### src/bmfc_pkg.sv
// Shared constants, state codes and carrier types of the boot sequencer.
package bmfc_pkg;
  localparam logic [15:0] BMFC_ROM_TOP      = 16'h01FF;
  localparam logic [15:0] BMFC_EXPANSION_RAM_LO      = 16'hF400;
  localparam logic [15:0] BMFC_FLASH_RUN_LO = 16'h0200;
  localparam logic [15:0] BMFC_SECT_A       = 16'hE000;
  localparam logic [15:0] BMFC_SECT_B       = 16'hC000;
  localparam logic [3:0]  BMFC_INFO_LAST    = 4'h9;
  // Marker bytes by offset: byte 0 is marker one, byte 3 is marker four.
  localparam logic [31:0] BMFC_ID_SEQ       = 32'h1333_0323;
  localparam logic [15:0] BMFC_VEC_T0       = 16'h000B;
  localparam logic [15:0] BMFC_VEC_T0_DST   = 16'hF400;
  localparam logic [15:0] BMFC_VEC_S0       = 16'h0023;
  localparam logic [15:0] BMFC_VEC_S0_DST   = 16'hF410;
  localparam logic [7:0]  BMFC_ACK          = 8'h55;
  localparam logic [7:0]  BMFC_ERR          = 8'hFF;
  localparam logic [7:0]  BMFC_MODE_LOAD    = 8'h00;
  localparam logic [7:0]  BMFC_MODE_RUN_X   = 8'h01;
  localparam logic [7:0]  BMFC_MODE_CHECK   = 8'h02;
  localparam logic [7:0]  BMFC_MODE_RUN_F   = 8'h03;
  localparam logic [2:0]  BMFC_NPAR_LOAD    = 3'h3;
  localparam logic [2:0]  BMFC_NPAR_CHECK   = 3'h5;
  localparam logic [2:0]  BMFC_NPAR_RUN     = 3'h2;
  // Start bit plus eight data bits are timed during the zero byte.
  localparam int          BMFC_SYNC_BITS    = 9;
  localparam int          BMFC_RECIP_SHIFT  = 9;
  localparam logic [6:0]  BMFC_RECIP_MUL    = 7'((2 ** BMFC_RECIP_SHIFT +
                                   BMFC_SYNC_BITS - 1) / BMFC_SYNC_BITS);
  localparam logic [3:0]  BMFC_TX_FRAME     = 4'hB;
  localparam logic [3:0]  BMFC_RX_STOP      = 4'h9;

  typedef enum logic [8:0] {
    ST_IDLE = 9'h001, ST_INFO = 9'h002, ST_SUM  = 9'h004,
    ST_FAIL = 9'h008, ST_SYNC = 9'h010, ST_SEND = 9'h020,
    ST_CMD  = 9'h040, ST_LOAD = 9'h080, ST_RUN  = 9'h100
  } bmfc_state_t;

  typedef struct packed {
    logic        valid;
    logic        expansion_ram;
    logic [15:0] addr;
  } bmfc_jump_t;

  typedef struct packed {
    logic        we;
    logic [15:0] addr;
    logic [7:0]  data;
  } bmfc_expansion_ram_wr_t;

  typedef struct packed {
    logic        rom;
    logic [15:0] addr;
  } bmfc_fetch_t;
endpackage

### src/bmfc_top.sv
// Boot-mode sequencer: flash software check, baud sync and command modes.
// Contract
// Boot request pin high at reset or power-down release sets boot flag.
// Boot mode maps the boot ROM over code 0000H to 01FFH.
// Mode 0 stores host bytes in expansion RAM F400H-FFFFH, then commands.
// Mode 1 jumps to a host address in expansion RAM F400H-FFFFH.
// Mode 2 checksums a host-chosen flash area, then back to commands.
// Mode 3 jumps into flash at a host address of 0200H or above.
// Boot link frames are eight data bits, no parity, two stop bits.
// The loader neither enables nor relies on any interrupt.
// Boot mode redirects timer 0 vector 000BH to F400H.
// Boot mode redirects serial 0 vector 0023H to F410H.
// Loaded programs enable only timer 0 and serial 0 interrupts.
// After entry check flash software; run it, else start serial setup.
// Check sector A at E000H first, then sector B at C000H.
// Info block: four markers, start, length (high first), two checksums.
// Markers four to one must read 13H, 33H, 03H, 23H.
// Missing markers mean the sector is not custom programmed.
// Two checksums over start and length; both match jumps to start.
// A failed sector A check repeats the whole check on sector B.
// Both sectors failing starts serial setup on serial port 0.
// Checksums add each byte then rotate left by one over 8 bits.
// The host picks the working mode with header bytes.
// First half of the region feeds checksum one, second half two.
// Time the host zero byte, set the baud, reply with 55H.
// After the acknowledge always enter the command phase.
`timescale 1ns/1ps
module bmfc_top (
  input  wire logic                    i_clk_sys,
  input  wire logic                    i_reset,
  input  wire logic                    i_boot_request_pin,
  input  wire logic                    i_hardware_power_down_n,
  input  wire logic                    i_rxd,
  input  wire logic [7:0]              i_flash_data,
  input  wire logic                    i_flash_valid,
  input  wire logic [15:0]             i_code_addr,
  output logic                         o_boot_mode_flag,
  output logic                         o_irq_hold,
  output logic                         o_txd,
  output logic                         o_flash_rd,
  output logic [16:0]                  o_flash_addr,
  output bmfc_pkg::bmfc_fetch_t        o_fetch,
  output bmfc_pkg::bmfc_jump_t         o_jump,
  output bmfc_pkg::bmfc_expansion_ram_wr_t      o_expansion_ram_wr
);
  import bmfc_pkg::*;

  logic [2:0]  async_in;
  logic [2:0]  sync1_ff;
  logic [2:0]  sync2_ff;
  logic        pin_s, hardware_power_down_n_s, rx_s;
  logic        rst_d_ff, hardware_power_down_n_d_ff, start_ev;
  bmfc_state_t st_ff;
  logic        sect_b_ff, rd_pend_ff, chk_mode_ff;
  logic [3:0]  idx_ff;
  logic [47:0] info_ff;
  logic [16:0] cur_ff;
  logic [15:0] pos_ff, wa_ff;
  logic [7:0]  cs1_ff, cs2_ff, mode_ff, load_n_ff;
  logic [39:0] hdr_ff, hdr_nx;
  logic [2:0]  hcnt_ff, npar;
  logic [15:0] snd_ff;
  logic [1:0]  snd_n_ff;
  logic        tx_go_ff;
  logic [7:0]  tx_byte_ff;
  logic [15:0] baud_ff, meas_ff, rx_tmr_ff, tx_tmr_ff;
  logic [22:0] prod;
  logic        baud_ok_ff, meas_on_ff, sync_done_ff, rx_on_ff;
  logic [3:0]  rx_bit_ff, tx_left_ff;
  logic [7:0]  rx_sh_ff, rx_data_ff;
  logic        rx_valid_ff;
  logic [10:0] tx_sh_ff;
  logic [15:0] sect_base;

  // Add then rotate left by one within the byte.
  function automatic logic [7:0] cs_step(input logic [7:0] cs,
                                          input logic [7:0] b);
    logic [7:0] s;
    s = cs + b;
    return {s[6:0], s[7]};
  endfunction

  // The boot request, power-down and receive pins pass two flops before any logic looks at them.
  assign async_in = {i_rxd, i_hardware_power_down_n, i_boot_request_pin};
  for (genvar gi = 0; gi < 3; gi++) begin : g_sync
    always_ff @(posedge i_clk_sys) begin
      sync1_ff[gi] <= async_in[gi];
      sync2_ff[gi] <= sync1_ff[gi];
    end
  end
  assign pin_s  = sync2_ff[0];
  assign hardware_power_down_n_s = sync2_ff[1];
  assign rx_s   = sync2_ff[2];

  // Entry event: first cycle after reset release or power-down release.
  always_ff @(posedge i_clk_sys) begin
    if (i_reset) begin
      rst_d_ff  <= 1'b1;
      hardware_power_down_n_d_ff <= 1'b1;
    end else begin
      rst_d_ff  <= 1'b0;
      hardware_power_down_n_d_ff <= hardware_power_down_n_s;
    end
  end
  assign start_ev = rst_d_ff | (hardware_power_down_n_s & ~hardware_power_down_n_d_ff);

  // sample pin
  always_ff @(posedge i_clk_sys) begin
    if (i_reset) begin
      o_boot_mode_flag <= 1'b0;
    end else if (start_ev) begin
      o_boot_mode_flag <= pin_s;
    end
  end

  // hold interrupts
  always_ff @(posedge i_clk_sys) begin
    if (i_reset) begin
      o_irq_hold <= 1'b0;
    end else begin
      o_irq_hold <= o_boot_mode_flag && st_ff != ST_RUN;
    end
  end

  // Code fetch mapping; vector redirection wins over the ROM window.
  always_ff @(posedge i_clk_sys) begin
    if (i_reset) begin
      o_fetch <= '0;
    end else if (o_boot_mode_flag && i_code_addr == BMFC_VEC_T0) begin
      // timer vector
      o_fetch <= {1'b0, BMFC_VEC_T0_DST};
    end else if (o_boot_mode_flag && i_code_addr == BMFC_VEC_S0) begin
      // serial vector
      o_fetch <= {1'b0, BMFC_VEC_S0_DST};
    end else begin
      // ROM overlay
      o_fetch <= {o_boot_mode_flag && i_code_addr <= BMFC_ROM_TOP,
                  i_code_addr};
    end
  end

  assign sect_base = sect_b_ff ? BMFC_SECT_B : BMFC_SECT_A;
  assign hdr_nx    = {hdr_ff[31:0], rx_data_ff};
  assign npar = (mode_ff == BMFC_MODE_LOAD)  ? BMFC_NPAR_LOAD :
                (mode_ff == BMFC_MODE_CHECK) ? BMFC_NPAR_CHECK :
                BMFC_NPAR_RUN;

  // Main sequencer: flash check, sync, command phase. Reads are one at a
  // time, so the flash may answer after any latency.
  always_ff @(posedge i_clk_sys) begin
    if (i_reset) begin
      st_ff <= ST_IDLE;
      sect_b_ff <= 1'b0;
      rd_pend_ff <= 1'b0;
      chk_mode_ff <= 1'b0;
      idx_ff <= 4'h0;
      info_ff <= '0;
      cur_ff <= '0;
      pos_ff <= 16'h0000;
      wa_ff <= 16'h0000;
      cs1_ff <= 8'h00;
      cs2_ff <= 8'h00;
      mode_ff <= 8'h00;
      load_n_ff <= 8'h00;
      hdr_ff <= '0;
      hcnt_ff <= 3'h0;
      snd_ff <= 16'h0000;
      snd_n_ff <= 2'h0;
      tx_go_ff <= 1'b0;
      tx_byte_ff <= 8'h00;
      o_flash_rd <= 1'b0;
      o_flash_addr <= '0;
      o_jump <= '0;
      o_expansion_ram_wr <= '0;
    end else begin
      tx_go_ff <= 1'b0;
      o_flash_rd <= 1'b0;
      o_jump.valid <= 1'b0;
      o_expansion_ram_wr.we <= 1'b0;
      if (i_flash_valid) begin
        rd_pend_ff <= 1'b0;
      end
      if (start_ev) begin
        // check first
        st_ff <= pin_s ? ST_INFO : ST_IDLE;
        sect_b_ff <= 1'b0;
        idx_ff <= 4'h0;
        rd_pend_ff <= 1'b0;
        chk_mode_ff <= 1'b0;
      end else begin
        case (st_ff)
          ST_INFO: begin
            if (!rd_pend_ff) begin
              // sector base
              o_flash_rd <= 1'b1;
              o_flash_addr <= {1'b0, sect_base + {12'h000, idx_ff}};
              rd_pend_ff <= 1'b1;
            end else if (i_flash_valid) begin
              idx_ff <= idx_ff + 4'h1;
              // info layout
              info_ff <= {info_ff[39:0], i_flash_data};
              // marker bytes
              if (idx_ff < 4'h4 &&
                  i_flash_data != BMFC_ID_SEQ[idx_ff[1:0]*8 +: 8]) begin
                // unprogrammed
                st_ff <= ST_FAIL;
              end else if (idx_ff == BMFC_INFO_LAST) begin
                cur_ff <= {1'b0, info_ff[39:24]};
                pos_ff <= 16'h0000;
                cs1_ff <= 8'h00;
                cs2_ff <= 8'h00;
                st_ff <= ST_SUM;
              end
            end
          end
          ST_SUM: begin
            if (pos_ff == info_ff[31:16] && !rd_pend_ff) begin
              if (chk_mode_ff) begin
                // report sums
                snd_ff <= {cs1_ff, cs2_ff};
                snd_n_ff <= 2'h2;
                st_ff <= ST_SEND;
              end else if (cs1_ff == info_ff[15:8] &&
                           cs2_ff == info_ff[7:0]) begin
                // both match
                o_jump <= {1'b1, 1'b0, info_ff[47:32]};
                st_ff <= ST_RUN;
              end else begin
                st_ff <= ST_FAIL;
              end
            end else if (!rd_pend_ff) begin
              o_flash_rd <= 1'b1;
              o_flash_addr <= cur_ff;
              rd_pend_ff <= 1'b1;
            end else if (i_flash_valid) begin
              cur_ff <= cur_ff + 17'h00001;
              pos_ff <= pos_ff + 16'h0001;
              // halves
              if (pos_ff < {1'b0, info_ff[31:17]}) begin
                // add rotate
                cs1_ff <= cs_step(cs1_ff, i_flash_data);
              end else begin
                cs2_ff <= cs_step(cs2_ff, i_flash_data);
              end
            end
          end
          ST_FAIL: begin
            if (!sect_b_ff) begin
              // try sector B
              sect_b_ff <= 1'b1;
              idx_ff <= 4'h0;
              st_ff <= ST_INFO;
            end else begin
              // serial setup
              st_ff <= ST_SYNC;
            end
          end
          ST_SYNC: begin
            if (sync_done_ff) begin
              // acknowledge
              snd_ff <= {BMFC_ACK, 8'h00};
              snd_n_ff <= 2'h1;
              st_ff <= ST_SEND;
            end
          end
          ST_SEND: begin
            if (snd_n_ff == 2'h0) begin
              // to commands
              hcnt_ff <= 3'h0;
              st_ff <= ST_CMD;
            end else if (!tx_go_ff && tx_left_ff == 4'h0) begin
              tx_go_ff <= 1'b1;
              tx_byte_ff <= snd_ff[15:8];
              snd_ff <= {snd_ff[7:0], 8'h00};
              snd_n_ff <= snd_n_ff - 2'h1;
            end
          end
          ST_CMD: begin
            if (rx_valid_ff && hcnt_ff == 3'h0) begin
              // mode byte
              mode_ff <= rx_data_ff;
              hcnt_ff <= 3'h1;
              if (rx_data_ff > BMFC_MODE_RUN_F) begin
                snd_ff <= {BMFC_ERR, 8'h00};
                snd_n_ff <= 2'h1;
                st_ff <= ST_SEND;
              end
            end else if (rx_valid_ff && hcnt_ff != npar) begin
              hdr_ff <= hdr_nx;
              hcnt_ff <= hcnt_ff + 3'h1;
            end else if (rx_valid_ff) begin
              hdr_ff <= hdr_nx;
              snd_ff <= {BMFC_ERR, 8'h00};
              snd_n_ff <= 2'h1;
              st_ff <= ST_SEND;
              if (mode_ff == BMFC_MODE_LOAD &&
                  hdr_nx[23:8] >= BMFC_EXPANSION_RAM_LO) begin
                wa_ff <= hdr_nx[23:8];
                load_n_ff <= hdr_nx[7:0];
                st_ff <= ST_LOAD;
              end else if (mode_ff == BMFC_MODE_RUN_X &&
                           hdr_nx[15:0] >= BMFC_EXPANSION_RAM_LO) begin
                // run in RAM
                o_jump <= {1'b1, 1'b1, hdr_nx[15:0]};
                st_ff <= ST_RUN;
              end else if (mode_ff == BMFC_MODE_CHECK) begin
                info_ff <= {hdr_nx[31:0], 16'h0000};
                cur_ff <= {hdr_nx[32], hdr_nx[31:16]};
                pos_ff <= 16'h0000;
                cs1_ff <= 8'h00;
                cs2_ff <= 8'h00;
                chk_mode_ff <= 1'b1;
                st_ff <= ST_SUM;
              end else if (mode_ff == BMFC_MODE_RUN_F &&
                           hdr_nx[15:0] >= BMFC_FLASH_RUN_LO) begin
                // run in flash
                o_jump <= {1'b1, 1'b0, hdr_nx[15:0]};
                st_ff <= ST_RUN;
              end
            end
          end
          ST_LOAD: begin
            if (load_n_ff == 8'h00) begin
              snd_ff <= {BMFC_ACK, 8'h00};
              snd_n_ff <= 2'h1;
              st_ff <= ST_SEND;
            end else if (rx_valid_ff) begin
              // store in RAM; bytes past FFFFH wrap and are dropped.
              o_expansion_ram_wr <= {wa_ff >= BMFC_EXPANSION_RAM_LO, wa_ff, rx_data_ff};
              wa_ff <= wa_ff + 16'h0001;
              load_n_ff <= load_n_ff - 8'h01;
            end
          end
          default: begin
            st_ff <= st_ff;
          end
        endcase
      end
    end
  end

  // Rounded scaled reciprocal of nine replaces a divider.
  assign prod = 23'(meas_ff * BMFC_RECIP_MUL);

  // Baud measurement and receiver; only the first stop bit is checked.
  always_ff @(posedge i_clk_sys) begin
    if (i_reset || start_ev) begin
      baud_ff <= 16'h0000;
      baud_ok_ff <= 1'b0;
      meas_ff <= 16'h0000;
      meas_on_ff <= 1'b0;
      sync_done_ff <= 1'b0;
      rx_on_ff <= 1'b0;
      rx_bit_ff <= 4'h0;
      rx_tmr_ff <= 16'h0000;
      rx_sh_ff <= 8'h00;
      rx_data_ff <= 8'h00;
      rx_valid_ff <= 1'b0;
    end else begin
      sync_done_ff <= 1'b0;
      rx_valid_ff <= 1'b0;
      if (st_ff == ST_SYNC && !baud_ok_ff) begin
        if (!meas_on_ff) begin
          meas_on_ff <= !rx_s;
          meas_ff <= 16'h0001;
        end else if (rx_s) begin
          // set baud
          baud_ff <= {2'b00, prod[22:9]} + {15'h0000, prod[8]};
          baud_ok_ff <= 1'b1;
          sync_done_ff <= 1'b1;
          meas_on_ff <= 1'b0;
        end else if (meas_ff != 16'hFFFF) begin
          meas_ff <= meas_ff + 16'h0001;
        end
      end else if (baud_ok_ff && !rx_on_ff) begin
        if (!rx_s) begin
          rx_on_ff <= 1'b1;
          rx_bit_ff <= 4'h0;
          rx_tmr_ff <= {1'b0, baud_ff[15:1]};
        end
      end else if (rx_on_ff) begin
        if (rx_tmr_ff != 16'h0000) begin
          rx_tmr_ff <= rx_tmr_ff - 16'h0001;
        end else begin
          rx_tmr_ff <= baud_ff - 16'h0001;
          rx_bit_ff <= rx_bit_ff + 4'h1;
          rx_sh_ff <= {rx_s, rx_sh_ff[7:1]};
          if (rx_bit_ff == 4'h0 && rx_s) begin
            rx_on_ff <= 1'b0;
          end else if (rx_bit_ff == BMFC_RX_STOP) begin
            rx_on_ff <= 1'b0;
            rx_valid_ff <= rx_s;
            rx_data_ff <= rx_sh_ff;
          end
        end
      end
    end
  end

  // 8N2 transmit
  always_ff @(posedge i_clk_sys) begin
    if (i_reset) begin
      tx_sh_ff <= 11'h7FF;
      tx_left_ff <= 4'h0;
      tx_tmr_ff <= 16'h0000;
    end else if (tx_go_ff) begin
      tx_sh_ff <= {2'b11, tx_byte_ff, 1'b0};
      tx_left_ff <= BMFC_TX_FRAME;
      tx_tmr_ff <= baud_ff - 16'h0001;
    end else if (tx_left_ff != 4'h0) begin
      if (tx_tmr_ff == 16'h0000) begin
        tx_sh_ff <= {1'b1, tx_sh_ff[10:1]};
        tx_left_ff <= tx_left_ff - 4'h1;
        tx_tmr_ff <= baud_ff - 16'h0001;
      end else begin
        tx_tmr_ff <= tx_tmr_ff - 16'h0001;
      end
    end
  end
  assign o_txd = tx_sh_ff[0];
endmodule

### config.mk
export PLATFORM = sky130hd
export DESIGN_NAME = bmfc_top
export DESIGN_NICKNAME = d
export VERILOG_FILES = /design/src/bmfc_pkg.sv /design/src/bmfc_top.sv
export SDC_FILE = /design/constraint.sdc
export NUM_CORES = 1
export LEC_CHECK = 0
export ABC_CLOCK_PERIOD_IN_PS = 13100
export BUFFER_PORTS_ARGS = -buffer_cell sky130_fd_sc_hd__clkbuf_2
export CAP_MARGIN = 20
export CORE_UTILIZATION = 42
export CTS_BUF_LIST = sky130_fd_sc_hd__clkbuf_8
export CTS_CLUSTER_SIZE = 16
export DETAILED_ROUTE_END_ITERATION = 16
export PLACE_DENSITY = 0.66
export SYNTH_ARGS = -nofsm -noshare
export SYNTH_HDL_FRONTEND = slang
export SYNTH_SLANG_ARGS = --single-unit
### constraint.sdc
create_clock -name i_clk_sys -period 13.1 [get_ports i_clk_sys]
set_input_delay 3.275 -clock i_clk_sys [delete_from_list [all_inputs] [get_ports i_clk_sys]]
set_output_delay 3.275 -clock i_clk_sys [all_outputs]
set_load 0.005 [all_outputs]
### Yosys cells after proc, flatten, opt, wreduce, memory -nomap -nowiden

Cells that the tools add are included.
W data, S select, Z words.

* register bits: 390
* bits in latches: 0
* bits in writable memories: 0
* bits in read-only memories: 0
* input bits: 30
* output and inout bits: 81
* logic and storage cells: 434
* memories kept: 0

* add/subtract/negate cells: 17
* multipliers: 1
* div/mod/pow operators: 0
* magnitude comparators: 8
* equality and inequality tests: 71
* shift operators: 1
* mux-type cells: 183
* bitwise operators: 20
* reduce and logical (&&, ||, !) cells: 77

Operator list (count)
* $mux W16: 41
* $mux W48: 8
* $mux W17: 16
* $mux W9: 22
* $mux W8: 24
* $mux W18: 10
* $pmux W48 S2: 1
* $pmux W16 S5: 1
* $ne A2 B2 Y1 const B: 33
* $pmux W9 S7: 1
* $pmux W17 S3: 1
* $mux W25: 2
* $add A16 B1 Y16 const B: 3
* $ge A16 B16 Y1 const B: 3
* $pmux W16 S3: 1
* $pmux W8 S3: 2
* $sub A16 B1 Y16 const B: 3
* $mux W4: 10
* $ne A3 B3 Y1 const B: 12
* $pmux W18 S2: 1
* $pmux W17 S2: 1
* $reduce_and A11 Y1: 3
* $pmux W16 S2: 1
* $reduce_and A16 Y1: 2
* other kinds (77): 176

### Depth between registers and ports, before layout

* depth after elaboration: 11
* depth in mapped cells: 16
* depth with buffers taken out: 16

### Least setup slack after synthesis

Ideal clock, no wire load.

* path kind: input-to-reg
* from: input i_code_addr[2]
* to: register o_fetch[0] (netlist name)
* library setup time: 0.115 ns
* data arrival time: 5.245 ns
* required time: 12.985 ns
* path slack: 7.740 ns
* stages: 5
* buffers on the path: 0
* path through: or4b_2 or4_1 nor3_1 nor2_1 and2_1

* cells in the longest elaborated chain, start to end: 3
* elaborated cells between the ends (all ways): 5
* classes of those cells: 2 x eq/ne; 3 x reduce/logical

RTL lines
* from (decl): RTL line bmfc_top.sv:36 `input wire logic [15:0] i_code_addr,`
* $eq A16 B4 Y1 or $eq A16 B6 Y1 (tied branches): RTL line bmfc_top.sv:129, bmfc_top.sv:132
* $logic_and A1 B1 Y1, on equally long branches: RTL line bmfc_top.sv:129, bmfc_top.sv:132
* $reduce_or A3 Y1 (no source line) (*)
* to (signal assigned): RTL line bmfc_top.sv:131 `o_fetch <= {1'b0, BMFC_VEC_T0_DST};`
* to (signal assigned): RTL line bmfc_top.sv:134 `o_fetch <= {1'b0, BMFC_VEC_S0_DST};`
* to (signal assigned): RTL line bmfc_top.sv:137 `o_fetch <= {o_boot_mode_flag && i_code_addr <= BMFC_ROM_TOP,`
* to (decl): RTL line bmfc_top.sv:42 `output bmfc_pkg::bmfc_fetch_t o_fetch,`

Mark *: on every way between the ends. The rest lies on a longest branch, timed or not.
A chain may end at the register's enable or synchronous reset.

### Worst setup path in the final report

* from: input i_flash_valid
* to: register pos_ff[11]

* cells in the longest elaborated chain, start to end: 2
* elaborated cells between the ends (all ways): 3
* classes of those cells: 2 x eq/ne; 1 x reduce/logical

RTL lines
* from (decl): RTL line bmfc_top.sv:35 `input wire logic i_flash_valid,`
* $ne A2 B2 Y1 (no source line)
* $reduce_and A15 Y1 (no source line) (*)
* to (signal assigned): RTL line bmfc_top.sv:237 `pos_ff <= pos_ff + 16'h0001;`
* to (decl): RTL line bmfc_top.sv:58 `logic [15:0] pos_ff, wa_ff;`

Marks and branches as above.

==> key figures <==
CTS
  – Post-CTS Setup Bufs: 0
  – CTS tree: built
  – Clk sink count: approximately 390
  – Max Buffers Root-to-Sink: 3
  – CTS buffer count: 72
  – CTS Root Cell: clkbuf_8
  – Post-CTS Hold Fix Bufs: 0
  – Clk slew on worst S/H paths: 0.06 ns
  – Worst-Skew Late Latency: 0.66 ns
  – Resize count post-CTS: 0
  – CTS H-tree lvls: 3

Yosys
  – Yosys warns: 0
  – EDFF count, synth: 0
  – Synth Cell Area: roughly 21000 µm²
  – Syn Area/Cell: ~8.1 µm²
  – Synth unique cells: 86
  – Flops & latches, synth: 388
  – Post-synthesis sequential area ratio: 37.56%
  – Synthesized instance count: 2564
  – Ys async rst share: 0%
  – Main synth FF type: dfxtp_1
  – Mapped Nets: between 2000 and 3000

Critical path
  – Cell family with most CP delay: compound AO/OA/AOI/OAI gates
  – Critical Path Fanout Max: 17
  – Worst Path Required: between 10 and 15 ns
  – Crit path buf inv count: 1
  – Crit path capture type: flip-flop
  – Crit-path max cell delay: 0.94 ns
  – Startpoint Class: primary input
  – Slowest cell on crit path: a2111oi_4
  – Crit path cell chain: clkbuf_2 > nand2_1 > o31ai_1 > a21oi_2 > a2111oi_4 > nand4_4 > or3_1 > a21oi_1
  – Kind of critical path: primary input to flip-flop
  – Worst EP arrival: around 5.7 ns

Pwr
  – VDD IR max: 0.2043 mV
  – Power density over the cells: about 140 nW/µm²
  – LEAKAGE: about 9.2 nW

Finish
  – Design Area, Final: roughly 23000 µm²
  – N_diodes: 0
  – Register area: about 7800 µm²
  – # fillers: 4706
  – Commonest non-fill, non-tap cells in the layout: dfxtp_1, nand2_1, nor2_1
  – Most common cell after layout, fill and taps aside: dfxtp_1
  – # nets final: between 2000 and 3000
  – Layout area overhead: 12.38%
  – Layout cell share with drive strength beyond 1: 10.77%
  – Multi-input logic area: approximately 12000 µm²

STA
  – Final setup fails: 0
  – Post-layout minimum cycle time: between 5 and 6 ns
  – Clock skew: just over 0.04 ns
  – F_max: 193.6 MHz
  – Unrepaired setup endpoints after global routing: no
  – Setup_tns: 0 ns
  – Final hold vios: 0
  – Max-slew headroom: 31.62%
  – Pin slew with the least headroom to its limit: 1.026 ns
  – Tcrit/Tclk final: 39.44%
  – Slew Viols, Final: 0

Detailed routing
  – Final wirelength: approximately 56 mm
  – DR vias/cell: between 5 and 6
  – DR vias: roughly 19000
  – Iteration-0 DRC Markers: ~1500
  – DRC Markers: 0
  – DR WL/cell: 16.90 µm
  – DR pass1 iterations: 6
  – ANT nets after route: 0

Worst hold path
  – Hold WC Path Type: flip-flop to flip-flop

Placement
  – Port bufs: 110
  – Post-DP HPWL: ~40 mm
  – Placer Congestion: approximately 0.90
  – Placed cell area: 21690 µm²

Floorplan
  – Site Rows: 80
  – Starting density of the core: between 40% and 50%
  – Top-Level Pins: approximately 110
  – Die area: 50130 µm²
  – Die outline height: ~220 µm
  – Core area: between 40000 and 50000 µm²
  – Die width: ~220 µm

Global route
  – Gr usage total: between 20% and 30%
  – Largest net degree at the start of global routing: 118
  – Total gr overflow: 0
  – Vias in the first global route: around 18000
  – Initial antenna violation count: 1
  – First-pass GRT wire length: 91.88 mm

Status
  – Status: completed

Run
  – Max Cap Viol: 0
[cells by family (layout without fill, tap and decap cells)]
kind of cell / count (synthesis) / after routing / share of synthesized area [%]
multiplexers: 40 / 40 / 2.003
AND/OR/NAND/NOR: 1056 / 1056 / 23.49
flip-flops: 388 / 388 / 37.56
adder cells (fa/ha/maj): 132 / 132 / 9.002
buffers and inverters: 240 / 349 / 4.501
AO/OA/AOI/OAI: 584 / 584 / 18.19
XOR/XNOR: 124 / 124 / 5.251
[cell type report]
type                    instances  area share, %
clock inverters                34          1.351
clock buffers                  89          5.271
well taps                     656          3.532
repair buffers                133          3.182
inverters                      93          1.502
multi-input cells            1936          51.74
flip-flops and latches        388          33.42
[synthesized netlist by cell type (13+ instances only)]
| master | number | share of area [%] |
|---|---|---|
| a211oi_1 | 31 | 1.1 |
| a21o_1 | 26 | 0.94 |
| a21oi_1 | 231 | 5.6 |
| a22o_1 | 18 | 0.76 |
| a22oi_1 | 42 | 1.5 |
| a311oi_1 | 56 | 2.4 |
| and2_1 | 15 | 0.45 |
| and3_1 | 32 | 0.97 |
| buf_2 | 13 | 0.31 |
| clkbuf_1 | 124 | 2.3 |
| dfxtp_1 | 388 | 38 |
| fa_1 | 28 | 2.7 |
| ha_1 | 104 | 6.3 |
| inv_1 | 93 | 1.7 |
| mux2i_1 | 38 | 1.8 |
| nand2_1 | 373 | 6.8 |
| nand2b_1 | 15 | 0.45 |
| nand3_1 | 91 | 2.2 |
| nand4_1 | 23 | 0.70 |
| nor2_1 | 331 | 6.0 |
| nor3_1 | 55 | 1.3 |
| nor4_1 | 21 | 0.64 |
| o211ai_1 | 13 | 0.47 |
| o21ai_0 | 98 | 2.4 |
| or3_1 | 20 | 0.60 |
| xnor2_1 | 75 | 3.2 |
| xor2_1 | 49 | 2.1 |
[metrics by stage]
step | utilization, % | hold slack, ns | instances | power (W) | setup slack [ns]
floorplan | - | 0.3096 | 2564 | 0.001777 | 7.740
global route | 48.27 | 0.3382 | 3329 | 0.003324 | 7.727
finish | 48.27 | 0.3317 | 3329 | 0.003145 | 7.934
detailed placement | 45.06 | 0.3161 | 3205 | 0.001900 | 7.308
CTS | 48.26 | 0.3367 | 3328 | 0.003157 | 8.003
global placement | 45.03 | 0.3126 | 3204 | 0.001878 | 7.354
[path summary, 6_finish.rpt]
path | startpoint | endpoint | slack [ns] | cells past startpoint
max | i_flash_valid | pos_ff[11] | 7.93 | 8
min | sync1_ff[0] | pin_s | 0.33 | 0
max reg2reg | meas_ff[3] | baud_ff[12] | 8.22 | 15
min reg2reg | sync1_ff[0] | pin_s | 0.33 | 0
[layer usage]
metal | up-vias | share of wire, % | global-route usage (%)
li1 | 9070 | - | -
met1 | 8756 | 45 | 30.03
met2 | 635 | 46 | 35.74
met3 | 121 | 6.2 | 3.896
met4 | 2 | 2.8 | 8.727
met5 | - | 0.023 | 0
[worst reg2reg max path, delay by kind of cell (launching register included)]
kind / cells / cell delay (ns)
AO/OA/AOI/OAI: 4 / 1.26
flip-flops: 1 / 0.43
adder cells (fa/ha/maj): 4 / 1.61
XOR/XNOR: 1 / 0.24
buffers and inverters: 2 / 0.20
AND/OR/NAND/NOR: 4 / 1.05
[registers in the layout (all words and copies together) (netlist names), 8 cells and up]
| register | count |
|---|---|
| load_n_ff | 8 |
| info_ff | 48 |
| snd_ff | 16 |
| o_expansion_ram_wr | 25 |
| st_ff | 9 |
| tx_sh_ff | 9 |
| cur_ff | 17 |
| rx_tmr_ff | 16 |
| o_fetch | 17 |
| mode_ff | 8 |
| rx_sh_ff | 8 |
| hdr_ff | 25 |
| o_jump | 18 |
| baud_ff | 14 |
| wa_ff | 16 |
| pos_ff | 16 |
| meas_ff | 16 |
| cs2_ff | 8 |
| rx_data_ff | 8 |
| tx_byte_ff | 8 |
| cs1_ff | 8 |
| o_flash_addr | 17 |
| tx_tmr_ff | 16 |
[where the power goes]
| group | internal, W | switching [W] |
|---|---|---|
| clock | 0.000716 | 0.000531 |
| sequential | 0.00122 | 0.0000324 |
| combinational | 0.000211 | 0.000435 |
| total | 0.00215 | 0.000998 |
Power figures use the tool's default switching activity.
